## src/hw/tpd_pkg.sv

```systemverilog
package tpd_pkg;

    localparam int TPD_WIDTH = 8;
    localparam logic [7:0] TPD_STRAP_RESET = 8'h00;
    localparam logic [2:0] TPD_MODE_QUIET = 3'h0;
    localparam logic [2:0] TPD_MODE_CLOCK = 3'h2;

    localparam int TPD_CLK_MHZ = 100;
    // debug clock targets in kHz
    localparam int TPD_FAST_KHZ = 60000;
    localparam int TPD_SLOW_KHZ = 7500;
    localparam int TPD_VAR_MIN_KHZ = 700;
    localparam int TPD_VAR_MAX_KHZ = 22500;
    // half periods in cycles, rounded down (variable minimum rounded up), never below one
    localparam int TPD_FAST_HALF_RAW = (TPD_CLK_MHZ * 1000) / (2 * TPD_FAST_KHZ);
    localparam int TPD_FAST_HALF = (TPD_FAST_HALF_RAW < 1) ? 1 : TPD_FAST_HALF_RAW;
    localparam int TPD_SLOW_HALF = (TPD_CLK_MHZ * 1000) / (2 * TPD_SLOW_KHZ);
    localparam int TPD_VAR_HALF_MIN = (TPD_CLK_MHZ * 1000 + 2 * TPD_VAR_MAX_KHZ - 1)
                                      / (2 * TPD_VAR_MAX_KHZ);
    localparam int TPD_VAR_HALF_MAX = (TPD_CLK_MHZ * 1000) / (2 * TPD_VAR_MIN_KHZ);
    localparam int TPD_DIV_WIDTH = 8;
    localparam logic [7:0] TPD_VAR_HALF_RESET = 8'h04;

    // per-pin output source selection
    typedef enum logic [1:0] {
        TPD_SRC_HIZ,
        TPD_SRC_LOW,
        TPD_SRC_HIGH,
        TPD_SRC_CLOCK
    } tpd_src_type;

    typedef struct packed {
        logic [7:0] out;
        logic [7:0] oe;
    } tpd_pins_type;

    typedef struct packed {
        logic valid;
        logic [7:0] pin;
        tpd_src_type src;
        logic [7:0] var_half;
    } tpd_sel_type;

endpackage : tpd_pkg

```

## src/hw/tpd_clkdiv.sv

```systemverilog
`timescale 1ns/1ps
module tpd_clkdiv
    import tpd_pkg::*;
(
    // clock and reset
    input wire logic clk,
    input wire logic rst_n,
    // control
    input wire logic run,
    input wire logic [TPD_DIV_WIDTH-1:0] half,
    // square wave
    output logic clk_out
);
    logic [TPD_DIV_WIDTH-1:0] count;
    wire logic at_end = (count >= half - 8'h01);

    always_ff @(posedge clk)
    begin
        if (!rst_n || !run)
        begin
            count <= 8'h00;
            clk_out <= 1'b0;
        end
        else if (at_end)
        begin
            count <= 8'h00;
            clk_out <= ~clk_out;
        end
        else
        begin
            count <= count + 8'h01;
        end
    end
endmodule : tpd_clkdiv

```

## src/hw/tpd_top.sv

```systemverilog
// What this block does
// - all eight debug test points are inputs while reset is low; after release only those whose source is not HIZ drive.
// - the pin levels are captured at reset release and select the mode until the next reset.
// - outside clock-debug mode the captured default pattern keeps every test point high impedance.
// - straps are sampled only on the reset low-to-high transition; later changes are ignored.
// - clock-debug mode drives 50 MHz on 0, 0.7-16.7 MHz on 2, 8.3 MHz on 7, 3/5/6 high, 4 low.
// - software may reprogram each test point's output selection at any time after the straps are captured.
`timescale 1ns/1ps
module tpd_top
    import tpd_pkg::*;
(
    // clock and reset
    input wire logic CLK,
    input wire logic RESET_N,
    // debug test point pins
    input wire logic [7:0] DEBUG_TEST_POINT_IN,
    output logic [7:0] DEBUG_TEST_POINT_OUT,
    output logic [7:0] DEBUG_TEST_POINT_OE,
    // software selection port
    input wire tpd_sel_type SEL,
    // status
    output logic [7:0] STRAP_VALUE,
    output logic STRAP_VALID
);
    logic [7:0] pin_meta;
    logic [7:0] pin_sync;
    logic rst_meta;
    logic rst_sync;
    logic running;
    logic [7:0] strap;
    logic strap_done;
    logic [1:0] src_sel [8];
    logic [7:0] var_half;
    tpd_pins_type pins;

    // strap pins pass two flops first
    always_ff @(posedge CLK)
    begin
        pin_meta <= DEBUG_TEST_POINT_IN;
        pin_sync <= pin_meta;
    end

    // release of reset is resynchronised so the capture lands on the third clock edge after it
    always_ff @(posedge CLK)
    begin
        if (!RESET_N)
        begin
            rst_meta <= 1'b0;
            rst_sync <= 1'b0;
        end
        else
        begin
            rst_meta <= 1'b1;
            rst_sync <= rst_meta;
        end
    end

    wire logic capture_now = rst_sync && !strap_done;

    always_ff @(posedge CLK)
    begin
        if (!RESET_N)
        begin
            strap <= TPD_STRAP_RESET;
            strap_done <= 1'b0;
        end
        else if (capture_now)
        begin
            strap <= pin_sync;
            strap_done <= 1'b1;
        end
    end

    wire logic [2:0] mode = strap[2:0];
    wire logic clock_mode = (mode == TPD_MODE_CLOCK);

    // default source per pin from the strap mode
    function automatic logic [1:0] default_src(input logic clk_mode, input int idx);
        logic [1:0] s;
        s = TPD_SRC_HIZ;
        if (clk_mode)
        begin
            case (idx)
                0, 2, 7: s = TPD_SRC_CLOCK;
                3, 5, 6: s = TPD_SRC_HIGH;
                4: s = TPD_SRC_LOW;
                default: s = TPD_SRC_HIZ;
            endcase
        end
        return s;
    endfunction : default_src

    wire logic sel_write = SEL.valid && strap_done;

    generate
        for (genvar i = 0; i < TPD_WIDTH; i++)
        begin : g_sel
            always_ff @(posedge CLK)
            begin
                if (!RESET_N)
                    src_sel[i] <= TPD_SRC_HIZ;
                else if (capture_now)
                    src_sel[i] <= default_src(pin_sync[2:0] == TPD_MODE_CLOCK, i);
                else if (sel_write && SEL.pin[i])
                    src_sel[i] <= SEL.src;
            end
        end
    endgenerate

    // half periods outside the allowed band for pin 2 are refused
    wire logic var_ok = (SEL.var_half >= 8'(TPD_VAR_HALF_MIN))
        && (SEL.var_half <= 8'(TPD_VAR_HALF_MAX));

    always_ff @(posedge CLK)
    begin
        if (!RESET_N)
            var_half <= TPD_VAR_HALF_RESET;
        else if (sel_write && var_ok)
            var_half <= SEL.var_half;
    end

    always_ff @(posedge CLK)
    begin
        if (!RESET_N)
            running <= 1'b0;
        else
            running <= strap_done;
    end

    // debug clocks: pin 0 fast, pin 2 variable, pin 7 slow
    logic clk_fast;
    logic clk_var;
    logic clk_slow;

    tpd_clkdiv u_fast (
        .clk(CLK),
        .rst_n(RESET_N),
        .run(running),
        .half(8'(TPD_FAST_HALF)),
        .clk_out(clk_fast)
    );
    tpd_clkdiv u_var (
        .clk(CLK),
        .rst_n(RESET_N),
        .run(running),
        .half(var_half),
        .clk_out(clk_var)
    );
    tpd_clkdiv u_slow (
        .clk(CLK),
        .rst_n(RESET_N),
        .run(running),
        .half(8'(TPD_SLOW_HALF)),
        .clk_out(clk_slow)
    );

    wire logic [7:0] clk_bus = {clk_slow, 4'h0, clk_var, 1'b0, clk_fast};

    always_comb
    begin
        for (int k = 0; k < TPD_WIDTH; k++)
        begin
            pins.oe[k] = strap_done && (src_sel[k] != TPD_SRC_HIZ);
            case (src_sel[k])
                TPD_SRC_HIGH: pins.out[k] = 1'b1;
                TPD_SRC_CLOCK: pins.out[k] = clk_bus[k];
                default: pins.out[k] = 1'b0;
            endcase
        end
    end

    always_ff @(posedge CLK)
    begin
        if (!RESET_N)
        begin
            DEBUG_TEST_POINT_OUT <= 8'h00;
            DEBUG_TEST_POINT_OE <= 8'h00;
            STRAP_VALUE <= 8'h00;
            STRAP_VALID <= 1'b0;
        end
        else
        begin
            DEBUG_TEST_POINT_OUT <= pins.out;
            DEBUG_TEST_POINT_OE <= pins.oe;
            STRAP_VALUE <= strap;
            STRAP_VALID <= strap_done;
        end
    end
endmodule : tpd_top

```

## config.mk

```make
export PLATFORM = sky130hd
export DESIGN_NAME = tpd_top
export DESIGN_NICKNAME = d
export VERILOG_FILES = /design/src/hw/tpd_pkg.sv /design/src/hw/tpd_clkdiv.sv /design/src/hw/tpd_top.sv
export SDC_FILE = /design/constraint.sdc
export NUM_CORES = 1
export LEC_CHECK = 0
export BUFFER_PORTS_ARGS = -buffer_cell sky130_fd_sc_hd__buf_2
export CAP_MARGIN = 0
export CORE_ASPECT_RATIO = 0.6
export CORE_MARGIN = 2
export CORE_UTILIZATION = 59
export CTS_CLUSTER_DIAMETER = 200
export DETAILED_ROUTE_END_ITERATION = 10
export PLACE_DENSITY = 0.82
export SLEW_MARGIN = 20
export SYNTH_ARGS = -nofsm -noshare
export SYNTH_HDL_FRONTEND = slang
export SYNTH_SLANG_ARGS = --single-unit
```

## constraint.sdc

```tcl
create_clock -name CLK -period 5.6 [get_ports CLK]
set_input_delay 0.28 -clock CLK [delete_from_list [all_inputs] [get_ports CLK]]
set_output_delay 0.28 -clock CLK [all_outputs]
set_load 0.1 [all_outputs]
```

==> impl_metrics.prom, run 1 <==
# TYPE chip_impl_metric gauge
chip_impl_metric{name="dp_hpwl",unit="um"} 4370
chip_impl_metric{name="fp.dieArea",unit="um^2"} 6480
chip_impl_metric{name="post-cts-setup-buffer-count",unit=""} 0
chip_impl_metric{name="detail_route.vias_per_cell",unit=""} 5.13
chip_impl_metric{name="maximum_clock_frequency",unit="GHz"} 0.419
chip_impl_metric{name="synthDistinctLibCells",unit=""} 42
chip_impl_metric{name="final.fill_count",unit=""} 429
chip_impl_metric{name="final_max_slew_viol_count",unit=""} 0
chip_impl_metric{name="period_share",unit="%"} 42.6
chip_impl_metric{name="initial_antenna_violation_count",unit=""} 0
chip_impl_info{name="critPathKind",value="reg2reg"} 1
chip_impl_metric{name="synthesis.area",unit="um^2"} 3440
chip_impl_metric{name="drt_first_iter_violations",unit=""} 120
chip_impl_metric{name="grt_first_pass_wirelength",unit="um"} 10700
chip_impl_metric{name="final.setup_skew",unit="ns"} 0.0146
chip_impl_metric{name="clock_insertion_delay_worst_skew",unit="ns"} 0.35
chip_impl_metric{name="core",unit="um^2"} 5600
chip_impl_metric{name="flow.area_growth_from_synthesis",unit="%"} 16.0
chip_impl_metric{name="max-vdd-ir-drop",unit="V"} 0.000178
chip_impl_metric{name="setup_viol_count_final",unit=""} 0
chip_impl_info{name="top_usage_layer",value="met2"} 1
chip_impl_metric{name="worstPathArrival",unit="ns"} 2.62
chip_impl_info{name="path_category_of_the_worst_min_delay_check",value="in2reg"} 1
chip_impl_metric{name="synth-compound-area-share",unit="%"} 8.72
chip_impl_metric{name="drcViolationCount",unit=""} 0
chip_impl_metric{name="cts.path.max_buffers",unit=""} 2
chip_impl_info{name="timing.critical_path.cells",value="nor4_1, nand2_1, xor2_1, ha_1, nand4_1, o311a_1, or3_1"} 1
chip_impl_info{name="cp-start-kind",value="register"} 1
chip_impl_info{name="outcome",value="complete, no violations"} 1
chip_impl_metric{name="antenna-diode-count",unit=""} 0
chip_impl_metric{name="p_per_area",unit="nW/um^2"} 331
chip_impl_metric{name="grt_use_met3",unit="%"} 7.10
chip_impl_metric{name="seq_area_frac_synth",unit="%"} 59.9
chip_impl_metric{name="cts_made_buffers",unit=""} 9
chip_impl_metric{name="dieHeight",unit="um"} 63.2
chip_impl_metric{name="die-width",unit="um"} 103
chip_impl_metric{name="floorplan.initialDensity",unit="%"} 61.5
chip_impl_metric{name="fraction_of_layout_instances_using_a_drive_strength_above_1",unit="%"} 18.7
chip_impl_metric{name="routed_wirelength",unit="um"} 6120
chip_impl_metric{name="timing.hold.ws",unit="ns"} 0.0181
chip_impl_metric{name="use_met1",unit="%"} 29.3
chip_impl_metric{name="critPathMaxStageDelay",unit="ns"} 0.38
chip_impl_metric{name="synth_simple_gate_area_share",unit="%"} 19.9
chip_impl_metric{name="num-nets-final",unit=""} 433
chip_impl_info{name="main_combinational_cell_family_by_area_after_synthesis",value="simple AND/OR/NAND/NOR gates"} 1
chip_impl_metric{name="worst-path-max-fanout",unit=""} 5
chip_impl_metric{name="yosys_warnings",unit=""} 0
chip_impl_metric{name="grt_overflow",unit=""} 0
chip_impl_metric{name="holdBufCountCts",unit=""} 0
chip_impl_metric{name="dr.pass1.iters",unit=""} 4
chip_impl_metric{name="p_total",unit="W"} 0.00132
chip_impl_metric{name="postSynthCellCount",unit=""} 335
chip_impl_metric{name="timing.max_cap.violations",unit=""} 0
chip_impl_metric{name="finalWeightedCongestion",unit=""} 0.808
chip_impl_metric{name="final_antenna_net_count",unit=""} 0
chip_impl_metric{name="worst_slew_pin_slew",unit="ns"} 0.768
chip_impl_metric{name="post_synth_xor_area_fraction",unit="%"} 3.82
chip_impl_metric{name="cts_resized",unit=""} 0
chip_impl_metric{name="global_route.usage.total",unit="%"} 21.6
chip_impl_metric{name="largest_net_degree_at_the_start_of_global_routing",unit=""} 49
chip_impl_metric{name="met2_track_demand_over_resource",unit="%"} 32.4
chip_impl_metric{name="avgSynthCellArea",unit="um^2"} 10.3
chip_impl_metric{name="grt_pass1_vias",unit=""} 2325
chip_impl_metric{name="tritoncts_num_sinks",unit=""} 95
chip_impl_metric{name="route.vias.total",unit=""} 2440
chip_impl_metric{name="multi_input_area",unit="um^2"} 1310
chip_impl_info{name="crit_path_end_kind",value="register"} 1
chip_impl_metric{name="htreeDepth",unit=""} 3
chip_impl_metric{name="finalWorstPathRequiredPeriod",unit="ns"} 2.39
chip_impl_info{name="slowest_stage",value="sky130_fd_sc_hd__o311a_1"} 1
chip_impl_metric{name="rows",unit=""} 21
chip_impl_metric{name="clk_pin_slew",unit="ns"} 0.10
chip_impl_metric{name="crit_required",unit="ns"} 5.83
chip_impl_metric{name="postSynthRegisterBits",unit=""} 95
chip_impl_metric{name="area_occupied_by_registers",unit="um^2"} 2060
chip_impl_metric{name="ioPinCount",unit=""} 54
chip_impl_metric{name="yosys-mux-area-fraction",unit="%"} 0.291
chip_impl_info{name="rsz0062_at_grt",value="false"} 1
chip_impl_metric{name="port_buffer_count",unit=""} 53
chip_impl_metric{name="hold_viol_final",unit=""} 0
chip_impl_metric{name="fin_tns_setup",unit="ns"} 0
chip_impl_info{name="clock_tree_from_tritoncts",value="done"} 1
chip_impl_metric{name="maxSlewHeadroom",unit="%"} 48.7
chip_impl_info{name="cts.root.buffer_cell",value="sky130_fd_sc_hd__clkbuf_8"} 1
chip_impl_metric{name="adder_and_majority_gate_portion_of_the_synthesized_area",unit="%"} 4.72
chip_impl_metric{name="routedWlPerCell",unit="um"} 12.9
chip_impl_metric{name="leakagePower",unit="nW"} 1.79
## stage by stage
stage,worst slack (ns),std cells,instance area (um^2),utilization [%]
floorplan,3.39,338,3450,-
CTS,3.23,476,4000,71.4
global placement,3.30,460,3770,67.4
finish,3.21,476,4000,71.4
detailed placement,3.25,460,3770,67.4
global route,2.96,476,4000,71.4
## sequential cells by signal, indices dropped and copies added, names as in the netlist
signal and cells:
STRAP_VALID 1, strap_done 1, strap 8, STRAP_VALUE 8, DEBUG_TEST_POINT_OUT 8, pin_meta 8, rst_sync 1, u_slow.count 8
rst_meta 1, DEBUG_TEST_POINT_OE 8, u_slow.clk_out 1, src_sel 16, pin_sync 8, var_half 8, u_var.count 8, u_fast.clk_out 1
u_var.clk_out 1
## cells by family after synthesis
family,count (synthesis)
compound gates,39
xor+xnor,15
fa+ha+maj,13
buf+inv,22
flops,95
mux,1
other cells,1
simple gates,149
## cells in the mapped netlist (all sizes together)
cell      n  area, um^2
or2b      1        8.76
or3       1        6.26
xnor2     6        52.6
o31a      1        8.76
a21oi     5        25.0
dfxtp    79        1580
o21ai     6        30.0
a2111oi   1        15.0
and2     10        62.6
clkbuf    7        26.3
nand2b    2        12.5
nand3b    1        7.51
and3      9        56.3
nor3      4        20.0
nand2    56         210
edfxtp   16         480
buf       4        18.8
conb      1        3.75
o311a     1        10.0
a21o     10        75.1
a21boi    8        60.1
inv      11        41.3
nor2b     1        6.26
ha       13         163
nor4b     1        8.76
mux2i     1        10.0
nand4     2        12.5
a311oi    1        8.76
a211oi    3        40.0
nor4      2        12.5
nor4bb    1        10.0
xor2      9        78.8
nand3    18        95.1
o21a      2        15.0
o31ai     1        12.5
nor2     39         146
or4       1        11.3
## worst max-delay path: cells and delay by family, from the launching register on
family | cells | cell delay, ns
xor gates and xnor gates | 1 | 0.15
and+or+nand+nor | 4 | 1.02
DFF | 1 | 0.36
AOI/OAI and AO/OA | 1 | 0.38
adders and majority gates | 1 | 0.35
## layout make-up
type	count	share of cell area [%]
tap	80	2.51
clock buffer	10	3.19
clock inverter	6	2.32
timing repair buffer	53	6.64
inverter	11	1.03
multi-input combinational	221	32.7
sequential	95	51.6
## worst paths after layout
path	from	endpoint	slack (ns)	cells after the start
worst max-delay path	var_half[2]	u_var.clk_out	3.21	7
worst min-delay path	DEBUG_TEST_POINT_IN[1]	pin_meta[1]	0.02	1
worst max register to register	var_half[2]	u_var.clk_out	3.21	7
worst min register to register	pin_meta[5]	pin_sync[5]	0.32	0
## routing by layer
layer / routed length, um / vias to the layer above
li1: - / 1226
met1: 2820 / 1106
met2: 2700 / 100
met3: 513 / 8
met4: 84 / 0
met5: 0 / -
## cell usage in the layout, fill, tap and decap left out, types with 6 or more instances in the layout
master / n
sky130_fd_sc_hd__inv_1: 11
sky130_fd_sc_hd__and3_1: 9
sky130_fd_sc_hd__clkbuf_8: 9
sky130_fd_sc_hd__and2_1: 9
sky130_fd_sc_hd__nand2_1: 56
sky130_fd_sc_hd__nor2_1: 39
sky130_fd_sc_hd__a21o_1: 10
sky130_fd_sc_hd__o21ai_0: 6
sky130_fd_sc_hd__dfxtp_1: 79
sky130_fd_sc_hd__ha_1: 13
sky130_fd_sc_hd__edfxtp_1: 16
sky130_fd_sc_hd__xor2_1: 9
sky130_fd_sc_hd__nand3_1: 17
sky130_fd_sc_hd__xnor2_1: 6
sky130_fd_sc_hd__a21boi_0: 8
sky130_fd_sc_hd__buf_2: 53
## power breakdown
group	internal (W)	leakage [nW]	total (W)	switching (W)
logic	0.0000264	0.861	0.000106	0.0000795
registers	0.000720	0.819	0.000731	0.0000115
clock network	0.000256	0.110	0.000486	0.000230
total	0.00100	1.79	0.00132	0.000321
No activity file was read; power rests on OpenSTA's default activity.
==> inputs of run 2 (changes only) <==
CORE_UTILIZATION = 50   (was 59)
PLACE_DENSITY = 0.74   (was 0.82)
clock period = 1.95 ns   (was 5.6 ns; I/O delays follow)
==> run 2 against run 1 <==
Compared with the run above:
- the flow now finishes with violations (negative setup slack)
- total power rose to 3.2 times the previous value
- maximum frequency increased by 12%
- global-route usage down 1.5 points
- die area increased by 17%
- cell area is 11% higher
- non-clock buffer count increased by 30
- final cell count grew 7.8%
- critical path type unchanged
- largest cell class unchanged
- highest routed layer unchanged
==> impl_metrics.prom, run 2 (same netlist as run 1, synthesis figures left out) <==
# TYPE chip_impl_metric gauge
chip_impl_info{name="outcome",value="finished with violations"} 1
chip_impl_info{name="violations",value="negative setup slack"} 1
chip_impl_metric{name="hold_viol_final",unit=""} 0
chip_impl_metric{name="grt_pass1_vias",unit=""} 2499
chip_impl_metric{name="route.vias.total",unit=""} 2526
chip_impl_metric{name="port_buffer_count",unit=""} 53
chip_impl_metric{name="clock_insertion_delay_worst_skew",unit="ns"} 0.34
chip_impl_metric{name="leakagePower",unit="nW"} 1.98
chip_impl_metric{name="largest_reg_flops",unit=""} 16
chip_impl_metric{name="cell_area_placed",unit="um^2"} 3930
chip_impl_metric{name="dr.pass1.iters",unit=""} 4
chip_impl_metric{name="setup_viol_count_final",unit=""} 9
chip_impl_info{name="hold_path_startpoint",value="SEL[4]"} 1
chip_impl_metric{name="worst_hold_path_cells",unit=""} 3
chip_impl_metric{name="routedWlPerCell",unit="um"} 13.5
chip_impl_metric{name="cts.path.max_buffers",unit=""} 2
chip_impl_info{name="timing.critical_path.cells",value="nor4_4, nand2_1, xor2_1, ha_1, a21o_1, a311oi_4, o31ai_4, nor2_1"} 1
chip_impl_metric{name="cts_made_buffers",unit=""} 9
chip_impl_metric{name="timing.max_cap.violations",unit=""} 0
chip_impl_metric{name="period_share",unit="%"} 109
chip_impl_metric{name="max-vdd-ir-drop",unit="V"} 0.000559
chip_impl_metric{name="routed_wirelength",unit="um"} 6940
chip_impl_metric{name="drcViolationCount",unit=""} 0
chip_impl_metric{name="fp.dieArea",unit="um^2"} 7590
chip_impl_metric{name="worstPathArrival",unit="ns"} 2.41
chip_impl_metric{name="die-width",unit="um"} 111
chip_impl_info{name="cp-start-kind",value="register"} 1
chip_impl_metric{name="cp.depth",unit=""} 8
chip_impl_metric{name="timing.hold.ws",unit="ns"} 0.0269
chip_impl_metric{name="num-nets-final",unit=""} 463
chip_impl_info{name="timing.critical_path.max_delay_family",value="compound AO/OA/AOI/OAI gates"} 1
chip_impl_metric{name="fraction_of_layout_instances_using_a_drive_strength_above_1",unit="%"} 25.4
chip_impl_metric{name="worst-path-max-fanout",unit=""} 8
chip_impl_metric{name="global_route.usage.total",unit="%"} 20.1
chip_impl_metric{name="critPathMaxStageDelay",unit="ns"} 0.34
chip_impl_info{name="layout.cells.most_common_list",value="sky130_fd_sc_hd__dfxtp_1, sky130_fd_sc_hd__nand2_1, sky130_fd_sc_hd__buf_2, sky130_fd_sc_hd__nor2_1, sky130_fd_sc_hd__buf_4"} 1
chip_impl_metric{name="placed_cells",unit=""} 486
chip_impl_metric{name="place_worst_setup_slack",unit="ns"} -0.284
chip_impl_metric{name="worst_r2r_path_depth",unit=""} 8
chip_impl_metric{name="crit_required",unit="ns"} 2.23
chip_impl_metric{name="layout_setup_ws",unit="ns"} -0.178
chip_impl_metric{name="finalWorstPathRequiredPeriod",unit="ns"} 2.13
chip_impl_info{name="r2r_start",value="var_half[5]"} 1
chip_impl_metric{name="antenna-diode-count",unit=""} 0
chip_impl_metric{name="maximum_clock_frequency",unit="GHz"} 0.470
chip_impl_metric{name="initial_antenna_violation_count",unit=""} 0
chip_impl_metric{name="rows",unit=""} 23
chip_impl_metric{name="ioPinCount",unit=""} 54
chip_impl_info{name="rsz0062_at_grt",value="true"} 1
chip_impl_info{name="critPathKind",value="reg2reg"} 1
chip_impl_metric{name="drt_first_iter_violations",unit=""} 137
chip_impl_metric{name="finalWeightedCongestion",unit=""} 0.871
chip_impl_info{name="regToRegEndpoint",value="u_var.count[3]"} 1
chip_impl_metric{name="p_per_area",unit="nW/um^2"} 967
chip_impl_metric{name="floorplan.initialDensity",unit="%"} 51.6
chip_impl_metric{name="final_antenna_net_count",unit=""} 0
chip_impl_info{name="final_common_cell",value="sky130_fd_sc_hd__dfxtp_1"} 1
chip_impl_metric{name="core",unit="um^2"} 6680
chip_impl_info{name="clock_tree_from_tritoncts",value="done"} 1
chip_impl_metric{name="tritoncts_num_sinks",unit=""} 95
chip_impl_metric{name="dp_hpwl",unit="um"} 4670
chip_impl_metric{name="final-instance-count-excl-fill",unit=""} 513
chip_impl_info{name="path_category_of_the_worst_min_delay_check",value="in2reg"} 1
chip_impl_info{name="slowest_stage",value="sky130_fd_sc_hd__dfxtp_2"} 1
chip_impl_info{name="crit_path_end_kind",value="register"} 1
chip_impl_metric{name="flow.area_growth_from_synthesis",unit="%"} 28.6
chip_impl_metric{name="htreeDepth",unit=""} 3
chip_impl_info{name="hold_end",value="var_half[4]"} 1
chip_impl_metric{name="fin_tns_setup",unit="ns"} -1.47
chip_impl_metric{name="clk_pin_slew",unit="ns"} 0.06
chip_impl_metric{name="postLayoutCellArea",unit="um^2"} 4430
chip_impl_metric{name="final.setup_skew",unit="ns"} 0.00429
chip_impl_metric{name="dieHeight",unit="um"} 68.3
chip_impl_metric{name="detail_route.vias_per_cell",unit=""} 4.92
chip_impl_info{name="cts.root.buffer_cell",value="sky130_fd_sc_hd__clkbuf_16"} 1
chip_impl_metric{name="rrSetupSlack",unit="ns"} -0.18
chip_impl_metric{name="final_max_slew_viol_count",unit=""} 0
chip_impl_metric{name="final.fill_count",unit=""} 510
chip_impl_metric{name="largest_net_degree_at_the_start_of_global_routing",unit=""} 23
chip_impl_info{name="top_register",value="src_sel"} 1
chip_impl_metric{name="critical_path.n_buffers_inverters",unit=""} 0
chip_impl_metric{name="grt_overflow",unit=""} 0
chip_impl_metric{name="grt_first_pass_wirelength",unit="um"} 11400
## run 2: changes by cell type in the layout (fill, tap and decap cells not counted), sizes merged
cell	delta
buf	+20
dlygate4sd3	+10
clkinv	-2
clkinvlp	+2
bufinv	-1
inv	+1
## run 2: layout make-up
class | count | area (um^2) | share of cell area [%]
flip-flops and latches | 95 | 2070 | 46.7
multi-input cells | 221 | 1370 | 31.0
repair buffers | 83 | 515 | 11.6
clock buffers | 10 | 250 | 5.65
well taps | 87 | 109 | 2.46
clock inverters | 6 | 71.3 | 1.61
inverters | 11 | 41.3 | 0.932
## run 2: repair_timing
item | CTS | global route
setup endpoints to repair | 9 | 9
pin swaps | 8 | 5
hold buffers | 10 | 0
hold endpoints to repair | 10 | 0
buffers inserted | 1 | 0
resized for setup | 11 | 3
## run 2: worst max path at each step
stage,startpoint,slack (ns),to
2_1_floorplan,var_half[5],-0.12,u_var.clk_out
3_3_place_gp,var_half[2],-0.25,u_var.count[7]
3_5_place_dp,var_half[2],-0.28,u_var.count[2]
4_1_cts,var_half[0],-0.12,u_var.count[5]
5_1_grt,var_half[5],-0.31,u_var.count[6]
6_report,var_half[5],-0.18,u_var.count[3]
## run 2: layer usage
metal / track usage, % / vias up / share of wire, %
met5: 0 / - / 0
met4: 6.64 / 0 / 1.7
met3: 9.39 / 14 / 7.5
met2: 33.7 / 76 / 43
met1: 23.3 / 1146 / 47
li1: - / 1290 / -
## run 2: per-stage QoR
step                      utilization [%]  power [W]
after floorplan                         -    0.00237
after global routing                 66.3    0.00443
after global placement               58.9    0.00246
after CTS                            66.1    0.00432
after detailed placement             58.9    0.00246
final                                66.3    0.00429
## run 2: power breakdown
group	leakage (nW)	total, W	switching [W]	internal [W]
registers	0.821	0.00210	0.0000323	0.00207
clock network	0.153	0.00184	0.000754	0.00108
logic	1.01	0.000345	0.000241	0.000104
total	1.98	0.00429	0.00103	0.00326
## run 2: worst register-to-register path, stage by stage (launching register included)
cell                       delay, ns
sky130_fd_sc_hd__dfxtp_2        0.34
sky130_fd_sc_hd__nor4_4         0.28
sky130_fd_sc_hd__nand2_1        0.11
sky130_fd_sc_hd__xor2_1         0.18
sky130_fd_sc_hd__ha_1           0.31
sky130_fd_sc_hd__a21o_1         0.21
sky130_fd_sc_hd__a311oi_4       0.33
sky130_fd_sc_hd__o31ai_4        0.18
sky130_fd_sc_hd__nor2_1         0.13
